File: src/rtl/mcip_pkg.sv
/*
  Package for the memory controller init and power-status block.
  Assumes a single clk_sys domain and an Avalon-MM register slave.
*/
package mcip_pkg;

  // Register word offsets (byte addresses)
  localparam logic [3:0] CFGA_OFS  = 4'h0;
  localparam logic [3:0] CTRL_OFS  = 4'h4;
  localparam logic [3:0] STAT_OFS  = 4'h8;

  // Configuration register A fields
  localparam int PWR_UP_BIT        = 22;
  localparam int PWR_DWN_BIT       = 23;
  localparam int FAULT_LSB         = 0;
  localparam int FAULT_W           = 8;

  // Control register fields
  localparam int CTRL_INHIBIT_ROM_DECODE_BIT = 0;
  localparam int CTRL_FAILEN_BIT   = 1;
  localparam int CTRL_ROM_BIT      = 2;
  localparam int CTRL_CAP_LSB      = 4;
  localparam int CTRL_CAP_W        = 3;

  // Reset and unmapped-read values
  localparam logic [31:0] CTRL_RST = 32'h0000_0014;
  localparam logic [31:0] RDATA_UNMAPPED = 32'h0000_0000;

  // Starting address encoding, units of 4 MB on bits 21:18
  localparam logic [3:0] START_0MB  = 4'h0;
  localparam logic [3:0] START_4MB  = 4'h1;
  localparam logic [3:0] START_8MB  = 4'h2;
  localparam logic [3:0] START_12MB = 4'h3;

  // Backplane time states
  typedef enum logic [1:0] {
    TS_T0,
    TS_T1,
    TS_T2,
    TS_T3
  } mcip_tstate_t;

  // Avalon-MM request bundle
  typedef struct packed {
    logic        read;
    logic        write;
    logic [3:0]  address;
    logic [31:0] writedata;
    logic [3:0]  byteenable;
  } mcip_avreq_t;

  // Bus lines sampled from the backplane (active high here)
  typedef struct packed {
    logic clear_request;
    logic dead;
    logic ac_low;
    logic dc_low;
  } mcip_busin_t;

endpackage : mcip_pkg

File: src/rtl/mcip_init_power.sv
/*
  Init and power-status logic: init lines, battery backup, power-up/down
  flags, FAIL/ALERT drive, starting-address encode and address match.
  Assumes bus inputs synchronous to clk_sys and a TS_DIV-cycle-per-state
  time-state sequencer T0..T3 free-running on clk_sys enable pulses.
*/
`timescale 1ns/1ps
module mcip_init_power #(
  parameter int TS_DIV = 4
) (
  // Clock and reset
  input  wire logic                 clk_sys,
  input  wire logic                 nrst,
  // Avalon-MM slave
  input  wire mcip_pkg::mcip_avreq_t av_req,
  output logic [31:0]               av_readdata,
  output logic                      av_waitrequest,
  // Backplane lines, active high after pin inversion
  input  wire mcip_pkg::mcip_busin_t bus_in,
  // Jumpers, active low (grounded = 0)
  input  wire logic                 start_jumper_low_n,
  input  wire logic                 start_jumper_high_n,
  // Fault flag set events from the array logic
  input  wire logic [7:0]           fault_set,
  // Memory address for decode
  input  wire logic [21:18]         mem_addr_hi,
  output logic                      addr_match,
  // Init and power outputs
  output logic [2:0]                system_init_lines_n,
  output logic                      clear_request_received,
  output logic                      power_not_good,
  output logic                      dc_low_or_dead,
  output logic                      battery_backup_mode,
  output logic                      battery_backup_mode_n,
  output logic [3:0]                start_address_bits,
  // Bus FAIL / ALERT, open drain: o is zero, oe high while pulling
  output logic                      bus_fail_line_o,
  output logic                      bus_fail_line_oe,
  output logic                      bus_alert_o,
  output logic                      bus_alert_oe
);

  mcip_pkg::mcip_tstate_t ts_r;
  logic [7:0]  div_r;
  logic        ts_en;
  logic [31:0] ctrl_r;
  logic [7:0]  fault_r;
  logic [7:0]  fault_clr;
  logic        stage1_r;
  logic        stage2_r;
  logic        pwr_up_r;
  logic        pwr_dwn_r;
  logic        clr_seen_r;
  logic        clear_power_up_pulse;
  logic        clear_power_down_pulse;
  logic        wr_cfga;
  logic        wr_ctrl;
  logic        acc_r;
  logic        flags_on;
  logic [3:0]  start_nxt;
  logic [3:0]  cap;
  logic [4:0]  top;

  // Time-state enable divider
  assign ts_en = (div_r == 8'(TS_DIV - 1));

  always_ff @(posedge clk_sys or negedge nrst) begin
    if (!nrst) begin
      div_r <= 8'h00;
    end else if (ts_en) begin
      div_r <= 8'h00;
    end else begin
      div_r <= div_r + 8'h01;
    end
  end

  always_ff @(posedge clk_sys or negedge nrst) begin
    if (!nrst) begin
      ts_r <= mcip_pkg::TS_T0;
    end else if (ts_en) begin
      case (ts_r)
        mcip_pkg::TS_T0: ts_r <= mcip_pkg::TS_T1;
        mcip_pkg::TS_T1: ts_r <= mcip_pkg::TS_T2;
        mcip_pkg::TS_T2: ts_r <= mcip_pkg::TS_T3;
        mcip_pkg::TS_T3: ts_r <= mcip_pkg::TS_T0;
        default:         ts_r <= mcip_pkg::TS_T0;
      endcase
    end
  end

  // latch at T2, assert at next T0
  always_ff @(posedge clk_sys or negedge nrst) begin
    if (!nrst) begin
      clr_seen_r <= 1'b0;
    end else if (ts_en && ts_r == mcip_pkg::TS_T1) begin
      // external CPU is the only source
      clr_seen_r <= bus_in.clear_request;
    end
  end

  // received clear follows the latch at T0
  always_ff @(posedge clk_sys or negedge nrst) begin
    if (!nrst) begin
      clear_request_received <= 1'b0;
    end else if (ts_en && ts_r == mcip_pkg::TS_T3) begin
      clear_request_received <= clr_seen_r;
    end
  end

  // power not good taken at T3
  always_ff @(posedge clk_sys or negedge nrst) begin
    if (!nrst) begin
      power_not_good <= 1'b1;
    end else if (ts_en && ts_r == mcip_pkg::TS_T2) begin
      power_not_good <= bus_in.dead | bus_in.dc_low;
    end
  end

  // coincident with power not good, same sample
  always_ff @(posedge clk_sys or negedge nrst) begin
    if (!nrst) begin
      dc_low_or_dead <= 1'b1;
    end else if (ts_en && ts_r == mcip_pkg::TS_T2) begin
      dc_low_or_dead <= bus_in.dead | bus_in.dc_low;
    end
  end

  always_ff @(posedge clk_sys or negedge nrst) begin
    if (!nrst) begin
      battery_backup_mode   <= 1'b1;
      battery_backup_mode_n <= 1'b0;
    end else begin
      battery_backup_mode   <= dc_low_or_dead;
      battery_backup_mode_n <= ~dc_low_or_dead;
    end
  end

  for (genvar gi = 0; gi < 3; gi++) begin : g_init
    // One flop per line, so each load group has its own driver
    always_ff @(posedge clk_sys or negedge nrst) begin
      if (!nrst) begin
        system_init_lines_n[gi] <= 1'b0;
      end else begin
        system_init_lines_n[gi] <= ~(clear_request_received | power_not_good);
      end
    end
  end

  // sensing stages, cleared while no low present; first preset by AC low alone or DC low alone, second by DC low alone
  always_ff @(posedge clk_sys or negedge nrst) begin
    if (!nrst) begin
      stage1_r <= 1'b0;
      stage2_r <= 1'b0;
    end else if (ts_en && ts_r == mcip_pkg::TS_T3) begin
      // AC low presets first stage only
      stage1_r <= (bus_in.ac_low & ~bus_in.dc_low) | (bus_in.dc_low & ~bus_in.ac_low);
      stage2_r <= bus_in.dc_low & ~bus_in.ac_low;
    end
  end

  // Register writes and clear pulses
  // Writes land on the edge that sees waitrequest low, never earlier
  assign wr_cfga = av_req.write && acc_r && av_req.address == mcip_pkg::CFGA_OFS;
  assign wr_ctrl = av_req.write && acc_r && av_req.address == mcip_pkg::CTRL_OFS;
  // write one makes the clear pulse
  assign clear_power_up_pulse   = wr_cfga && av_req.byteenable[2]
                                  && av_req.writedata[mcip_pkg::PWR_UP_BIT];
  assign clear_power_down_pulse = wr_cfga && av_req.byteenable[2]
                                  && av_req.writedata[mcip_pkg::PWR_DWN_BIT];
  assign flags_on = ctrl_r[mcip_pkg::CTRL_INHIBIT_ROM_DECODE_BIT];

  // order classifies; flags set at T3 after the J setup at T0
  always_ff @(posedge clk_sys or negedge nrst) begin
    if (!nrst) begin
      pwr_dwn_r <= 1'b0;
    end else if (!flags_on) begin
      pwr_dwn_r <= 1'b0;
    end else if (ts_en && ts_r == mcip_pkg::TS_T2 && stage1_r && !stage2_r) begin
      // Set beats clear in the same cycle
      pwr_dwn_r <= 1'b1;
    end else if (clear_power_down_pulse) begin
      pwr_dwn_r <= 1'b0;
    end
  end

  always_ff @(posedge clk_sys or negedge nrst) begin
    if (!nrst) begin
      pwr_up_r <= 1'b0;
    end else if (!flags_on) begin
      pwr_up_r <= 1'b0;
    end else if (ts_en && ts_r == mcip_pkg::TS_T2 && stage1_r && stage2_r) begin
      pwr_up_r <= 1'b1;
    end else if (clear_power_up_pulse) begin
      pwr_up_r <= 1'b0;
    end
  end

  // fault flags cleared by power not good; write one clears
  assign fault_clr = (wr_cfga && av_req.byteenable[0])
                     ? av_req.writedata[mcip_pkg::FAULT_LSB +: mcip_pkg::FAULT_W] : 8'h00;

  for (genvar fi = 0; fi < mcip_pkg::FAULT_W; fi++) begin : g_fault
    always_ff @(posedge clk_sys or negedge nrst) begin
      if (!nrst) begin
        fault_r[fi] <= 1'b0;
      end else if (power_not_good) begin
        fault_r[fi] <= 1'b0;
      end else if (fault_set[fi]) begin
        // Set beats a write-one clear in the same cycle
        fault_r[fi] <= 1'b1;
      end else if (fault_clr[fi]) begin
        fault_r[fi] <= 1'b0;
      end
    end
  end

  // Control register, software-set jumper and option bits
  always_ff @(posedge clk_sys or negedge nrst) begin
    if (!nrst) begin
      ctrl_r <= mcip_pkg::CTRL_RST;
    end else if (wr_ctrl && av_req.byteenable[0]) begin
      ctrl_r <= {24'h000000, 1'b0, av_req.writedata[6:4], 1'b0, av_req.writedata[2:0]};
    end
  end

  // FAIL with ROM and fail enable on AC low
  always_ff @(posedge clk_sys or negedge nrst) begin
    if (!nrst) begin
      bus_fail_line_oe <= 1'b0;
    end else begin
      // no ROM means FAIL never driven
      bus_fail_line_oe <= ctrl_r[mcip_pkg::CTRL_ROM_BIT]
                          && ctrl_r[mcip_pkg::CTRL_FAILEN_BIT] && bus_in.ac_low;
    end
  end

  // ALERT without ROM on AC or DC low
  always_ff @(posedge clk_sys or negedge nrst) begin
    if (!nrst) begin
      bus_alert_oe <= 1'b0;
    end else begin
      bus_alert_oe <= !ctrl_r[mcip_pkg::CTRL_ROM_BIT]
                      && (bus_in.ac_low || bus_in.dc_low);
    end
  end

  always_ff @(posedge clk_sys or negedge nrst) begin
    if (!nrst) begin
      bus_fail_line_o <= 1'b0;
      bus_alert_o     <= 1'b0;
    end else begin
      bus_fail_line_o <= 1'b0;
      bus_alert_o     <= 1'b0;
    end
  end

  always_comb begin
    case ({~start_jumper_high_n, ~start_jumper_low_n})
      2'b00:   start_nxt = mcip_pkg::START_0MB;
      2'b01:   start_nxt = mcip_pkg::START_4MB;
      2'b10:   start_nxt = mcip_pkg::START_8MB;
      2'b11:   start_nxt = mcip_pkg::START_12MB;
      default: start_nxt = mcip_pkg::START_0MB;
    endcase
  end

  always_ff @(posedge clk_sys or negedge nrst) begin
    if (!nrst) begin
      start_address_bits <= 4'h0;
    end else begin
      start_address_bits <= start_nxt;
    end
  end

  // match within capacity, in 4 MB units
  assign cap = {1'b0, ctrl_r[mcip_pkg::CTRL_CAP_LSB +: mcip_pkg::CTRL_CAP_W]};
  assign top = {1'b0, start_address_bits} + {1'b0, cap};

  always_ff @(posedge clk_sys or negedge nrst) begin
    if (!nrst) begin
      addr_match <= 1'b0;
    end else begin
      addr_match <= (mem_addr_hi >= start_address_bits)
                    && ({1'b0, mem_addr_hi} < top);
    end
  end

  // Avalon slave: one wait cycle, answer on the second cycle
  always_ff @(posedge clk_sys or negedge nrst) begin
    if (!nrst) begin
      acc_r <= 1'b0;
    end else begin
      acc_r <= (av_req.read || av_req.write) && !acc_r;
    end
  end

  // Registered so the port leaves a flop; idles high between requests
  always_ff @(posedge clk_sys or negedge nrst) begin
    if (!nrst) begin
      av_waitrequest <= 1'b1;
    end else begin
      av_waitrequest <= !((av_req.read || av_req.write) && !acc_r);
    end
  end

  always_ff @(posedge clk_sys or negedge nrst) begin
    if (!nrst) begin
      av_readdata <= 32'h0000_0000;
    end else if (av_req.read && !acc_r) begin
      case (av_req.address)
        mcip_pkg::CFGA_OFS: av_readdata <= {8'h00, pwr_dwn_r, pwr_up_r, 14'h0000, fault_r};
        mcip_pkg::CTRL_OFS: av_readdata <= ctrl_r;
        mcip_pkg::STAT_OFS: av_readdata <= {24'h000000, start_address_bits,
                                            battery_backup_mode, power_not_good,
                                            clear_request_received, dc_low_or_dead};
        default:            av_readdata <= mcip_pkg::RDATA_UNMAPPED;
      endcase
    end
  end

endmodule : mcip_init_power

File: config.mk
export PLATFORM = sky130hd
export DESIGN_NAME = mcip_init_power
export DESIGN_NICKNAME = d
export VERILOG_FILES = /design/src/rtl/mcip_pkg.sv /design/src/rtl/mcip_init_power.sv
export SDC_FILE = /design/constraint.sdc
export NUM_CORES = 1
export LEC_CHECK = 0
export BUFFER_PORTS_ARGS = -buffer_cell sky130_fd_sc_hd__buf_4
export CAP_MARGIN = 20
export CORE_ASPECT_RATIO = 0.6
export CORE_MARGIN = 3
export CORE_UTILIZATION = 45
export DETAILED_ROUTE_END_ITERATION = 8
export GPL_ROUTABILITY_DRIVEN = 0
export PLACE_DENSITY = 0.77
export SLEW_MARGIN = 0
export SYNTH_ARGS = -nofsm -noshare
export SYNTH_HDL_FRONTEND = slang
export SYNTH_SLANG_ARGS = --single-unit
File: constraint.sdc
create_clock -name clk_sys -period 2.7 [get_ports clk_sys]
set_clock_uncertainty 0.2 [all_clocks]
set_input_delay 0.405 -clock clk_sys [delete_from_list [all_inputs] [get_ports clk_sys]]
set_output_delay 0.405 -clock clk_sys [all_outputs]
set_load 0.005 [all_outputs]
==> results of run 1 <==
-- final timing paths --
path | startpoint | to | slack [ps] | cells after the start
setup reg to reg | ctrl_r[4] | addr_match | 340 | 7
hold reg to reg | div_r[0] | div_r[0] | 280 | 1
setup / recovery | ctrl_r[4] | addr_match | 340 | 7
min in group asynchronous | nrst | div_r[7] | 460 | 2
max in group asynchronous | nrst | acc_r | 1410 | 2
hold / removal | start_jumper_low_n | start_address_bits[0] | 40 | 2
-- layout by cell type, fill, tap and decap left out, drive strengths merged, types with 2 or more instances in the layout --
master | netlist | routed
nand2b | 2 | 2
dfstp | 5 | 5
a311oi | 8 | 8
mux2i | 9 | 9
o211ai | 2 | 2
xor2 | 3 | 3
and3 | 3 | 3
inv | 21 | 21
dfrtp | 46 | 46
or4 | 3 | 3
nor3 | 2 | 2
nand4 | 6 | 6
nand3b | 5 | 5
nor4 | 2 | 2
ha | 14 | 14
buf | 31 | 61
nand2 | 6 | 6
o21ai | 9 | 9
a22o | 8 | 8
conb | 1 | 26
clkbuf | 4 | 7
mux2 | 11 | 11
nand3 | 5 | 5
nor2 | 19 | 19
xnor2 | 4 | 4
-- power by group through the flow --
stage          Clock (mW)  Sequential [mW]  Combinational, mW
2_1_floorplan           0            0.847              0.135
3_3_place_gp            0            0.856              0.215
3_5_place_dp            0            0.858              0.225
4_1_cts             0.452            0.844              0.226
5_1_grt             0.493            0.850              0.254
6_report            0.443            0.843              0.224
-- worst max-delay path: stages (launching register included) --
cell	delay (ps)
dfstp_2	550
ha_1	170
inv_1	60
fa_1	390
xor2_1	160
ha_1	260
o21a_1	190
a221oi_1	270
-- cell type report --
class | instances | share of cell area
well taps | 80 | 0.0314
clock buffers | 7 | 0.0271
repair buffers | 62 | 0.147
flip-flops and latches | 51 | 0.402
inverters | 21 | 0.0247
clock inverters | 1 | 0.00157
multi-input cells | 156 | 0.366
-- cell families (layout without fill, tap and decap cells) --
family	Yosys count	after routing	share of synthesized area
xor+xnor	7	7	0.0229
mux	20	20	0.0799
fa+ha+maj	15	15	0.0729
flops	51	51	0.479
buf+inv	56	91	0.120
compound gates	33	33	0.100
other cells	1	26	0.00140
simple gates	55	55	0.124
-- flip-flops by register name (all words and copies together), names as in the netlist, 2 cells and up --
name	count
av_readdata	10
ctrl_r	6
div_r	8
fault_r	8
start_address_bits	2
ts_r	2
-- routing by layer --
metal	routed length, µm	part of all wire	global-route usage	vias up
met1	2650	0.47	0.248	892
li1	-	-	-	892
met4	42	0.0075	0.0291	0
met3	412	0.074	0.0393	7
met5	0	0	0	-
met2	2480	0.44	0.255	71
==> flow_summary.ini, run 1 <==
[outcome]
status = finished, final reports clean

[detailed_routing]
via_count = 1862
drc_errors = 0
totalWireLength_um = 5590
dr.pass1.iters = 4
antenna_left = 0
wl_per_cell_um = 14.8
drt-initial-drc-count = 89
viasPerCell = 4.93

[floorplan]
die_area_um2 = 6950
std_cell_rows = 21
die_width_um = 106
core-area_um2 = 5680
die_h_um = 65.8
start_util = 0.472
ios = 112

[power]
comb_power_share = 0.148
p_total_mw = 1.51
pwr-share-clk = 0.293
p_sw_frac = 0.252
ir_drop_uv = 178
p_per_area_nw_per_um2 = 473
internal-power_mw = 1.13
seq_power_share = 0.558
p_leak_nw = 1.61
p_switching_uw = 381

[place]
placed_cell_area_um2 = 3090
pre_cts_slack_ps = 347
dpl.cell_count = 369
dpl.hpwl_um = 4420
portBuffers = 61

[logic_synthesis]
avgSynthCellArea_um2 = 11.3
syn_area_um2 = 2680
yosysSeqAreaShare = 0.479
synth_top_area_cell = dfrtp_1
synth-async-reset-ratio = 1.00
ys.flop_type = dfrtp_1
yosysTopAreaCellShare = 0.430
synth.area.top_cells = dfrtp_1, buf_4, ha_1
synth_edf_count = 0
netlist_top_cells_count = dfrtp_1, buf_4, inv_1, nor2_1, ha_1
ys_types = 40
yosysMostFrequentCell = dfrtp_1
yosysWarnings = 0
synth_cells = 238
synth_seq_cells = 51

[sta]
finalCritPeriodShare = 0.873
hold_viol = 0
fmax_mhz = 424
setup_ws_ps = 344
slew_headroom = 0.584
hold_ws_ps = 36.0
max_slew.worst_pin.slew_ps = 625
final-setup-viol-count = 0
post-route-min-period_ps = 2360
tns_ps = 0
rsz0062_at_grt = no
slew_viol_final = 0

[clock_network]
clkTransAtPathRegs_ps = 90
hold_buffers = 1
cts_resized = 0
cts_buffers = 5
root_buffer = clkbuf_8
clockBufferDepth = 2
insertion_delay_ps = 300
cts_sinks = 51
htree_levels = 2
postCtsSetupBuffers = 0
cts_tree = done

[critical_path]
crit_fanout = 3
critPathKind = flop to flop
required_ps = 2700
endpoint_kind = flop
crit_arrival_ps = 2350
start_kind = flop

[layout]
drive_above_1_share = 0.309
area_growth_pct = 19.1
antenna_cells = 0
multi_input_area_um2 = 1170
fin_util = 0.562
final_cell_area_um2 = 3190
fill_cells = 484
seqCellArea_um2 = 1280
fin_nets = 374
layout.cells.non_filler = 378

[global_route]
grt_pass1_wl_um = 9230
grt_pass1_vias = 1846
antenna_found_initial = 0
grt_max_degree = 52
gr-usage-all-layers = 0.168
overflow = 0

[hold_path]
min_path_type = input port to flop

[job]
max-cap-violations = 0
No activity file was read; power rests on OpenSTA's default activity.
==> inputs of run 2 (changes only) <==
Settings changed: CORE_MARGIN 3 to 2.
==> run 2 against run 1 <==
Worst setup slack lost 29 ps. Die area is 4.9% lower. Register-to-register slack worse by 30 ps. Power grew 0.35%. Critical path type unchanged.
==> flow_summary.ini, run 2 (synthesis gave the netlist of run 1 again) <==
[hold_path]
whs_path_depth = 2
min_path_type = input port to flop
holdPathEnd = start_address_bits[0]
min_from = start_jumper_low_n

[detailed_routing]
viasPerCell = 4.85
drc_errors = 0
drt-initial-drc-count = 65
dr.pass1.iters = 4
antenna_left = 0
wl_per_cell_um = 14.4
via_count = 1835
totalWireLength_um = 5450

[critical_path]
reg2reg_slack_ps = 320
critical-path-max-stage-delay_ps = 560
critPathKind = flop to flop
rr_worst_depth = 7
required_ps = 2710
critPathTopFamily = adder cells
cpMostUsedCell = ha_1
crit_chain = ha_1, inv_1, fa_1, xor2_1, ha_1, a211o_1, a221oi_1
path_depth = 7
path_buf_inv = 1
crit_arrival_ps = 2400
crit_fanout = 3
startpoint = ctrl_r[4]
start_kind = flop
r2r_end = addr_match
crit_path_top_delay_cell = dfstp_2
r2r-start = ctrl_r[4]
endpoint_kind = flop

[layout]
fin_nets = 374
drive_above_1_share = 0.312
layout_common_cells = buf_4, dfrtp_1, conb_1, inv_1, nor2_1
largest_reg_flops = 10
area_growth_pct = 19.0
final_common_cell = buf_4
antenna_cells = 0
max_flop_register = av_readdata
final_cell_area_um2 = 3190
fill_cells = 498
largest_registers = av_readdata: 10 flops, div_r: 8 flops, fault_r: 8 flops

[sta]
setup_ws_ps = 315
post-route-min-period_ps = 2380
hold_ws_ps = 24.2
max_slew.worst_pin.slew_ps = 635
slew_viol_final = 0
slew_headroom = 0.577
hold_viol = 0
fmax_mhz = 419
final-setup-viol-count = 0
tns_ps = 0
finalCritPeriodShare = 0.883
rsz0062_at_grt = no

[clock_network]
cts_buffers = 5
htree_levels = 2
cts_tree = done
postCtsSetupBuffers = 0
insertion_delay_ps = 310
cts_resized = 0
root_buffer = clkbuf_8
clockBufferDepth = 2
cts_sinks = 51
clkTransAtPathRegs_ps = 90

[floorplan]
start_util = 0.474
die_area_um2 = 6610
ios = 112
die_h_um = 63.8
die_width_um = 104
std_cell_rows = 21
core-area_um2 = 5650

[global_route]
grt_pass1_vias = 1899
gr-usage-all-layers = 0.176
antenna_found_initial = 0
overflow = 0
grt_max_degree = 52
grt_pass1_wl_um = 9070

[power]
ir_drop_uv = 227
p_per_area_nw_per_um2 = 476
p_leak_nw = 1.60

[place]
placed_cell_area_um2 = 3090
dpl.hpwl_um = 4160
portBuffers = 61
pre_cts_slack_ps = 324

[outcome]
status = finished, final reports clean

[job]
max-cap-violations = 0
==> run 2: worst max-delay path by stage <==
stage	end
finish	addr_match
global route	addr_match
CTS	addr_match
detailed placement	addr_match
global placement	addr_match
floorplan	addr_match
==> run 2: where the power goes <==
part | switching, mW | total (mW) | leakage (nW) | internal, mW
registers | 0.0350 | 0.843 | 0.662 | 0.808
clock network | 0.266 | 0.447 | 0.0402 | 0.181
logic | 0.111 | 0.225 | 0.902 | 0.115
==> run 2: layout make-up <==
type,instances,area [µm²],area share
Inverter,21,78.8,0.0247
Multi-Input combinational cell,156,1170,0.367
Clock inverter,3,20.0,0.00628
Sequential cell,51,1280,0.402
Timing Repair Buffer,62,468,0.147
Tap cell,80,100,0.0314
Clock buffer,5,68.8,0.0216
==> run 2: layer usage <==
layer,track usage,wire (µm),part of all wire
met1,0.239,2640,0.48
met2,0.276,2380,0.44
met3,0.0500,366,0.067
met4,0.0557,70,0.013
met5,0,0,0
==> run 2: worst register-to-register path, delay by kind of cell, from the launching register on <==
family	cells	cell delay, ps
AOI/OAI and AO/OA	2	540
xor gates and xnor gates	1	160
DFF	1	560
adders and majority gates	3	780
buffers and inverters	1	60
==> run 2: stage by stage <==
stage | power [mW] | util | std cells
2_1_floorplan | 0.982 | - | 263
3_3_place_gp | 1.07 | 0.547 | 369
3_5_place_dp | 1.08 | 0.547 | 369
4_1_cts | 1.52 | 0.564 | 378
5_1_grt | 1.59 | 0.564 | 378
6_report | 1.52 | 0.564 | 378
==> run 2: repair_timing <==
item,4_1_cts,5_1_grt
hold endpoints to repair,46,0
endpoints found under the setup margin,0,0
hold buffers,1,0
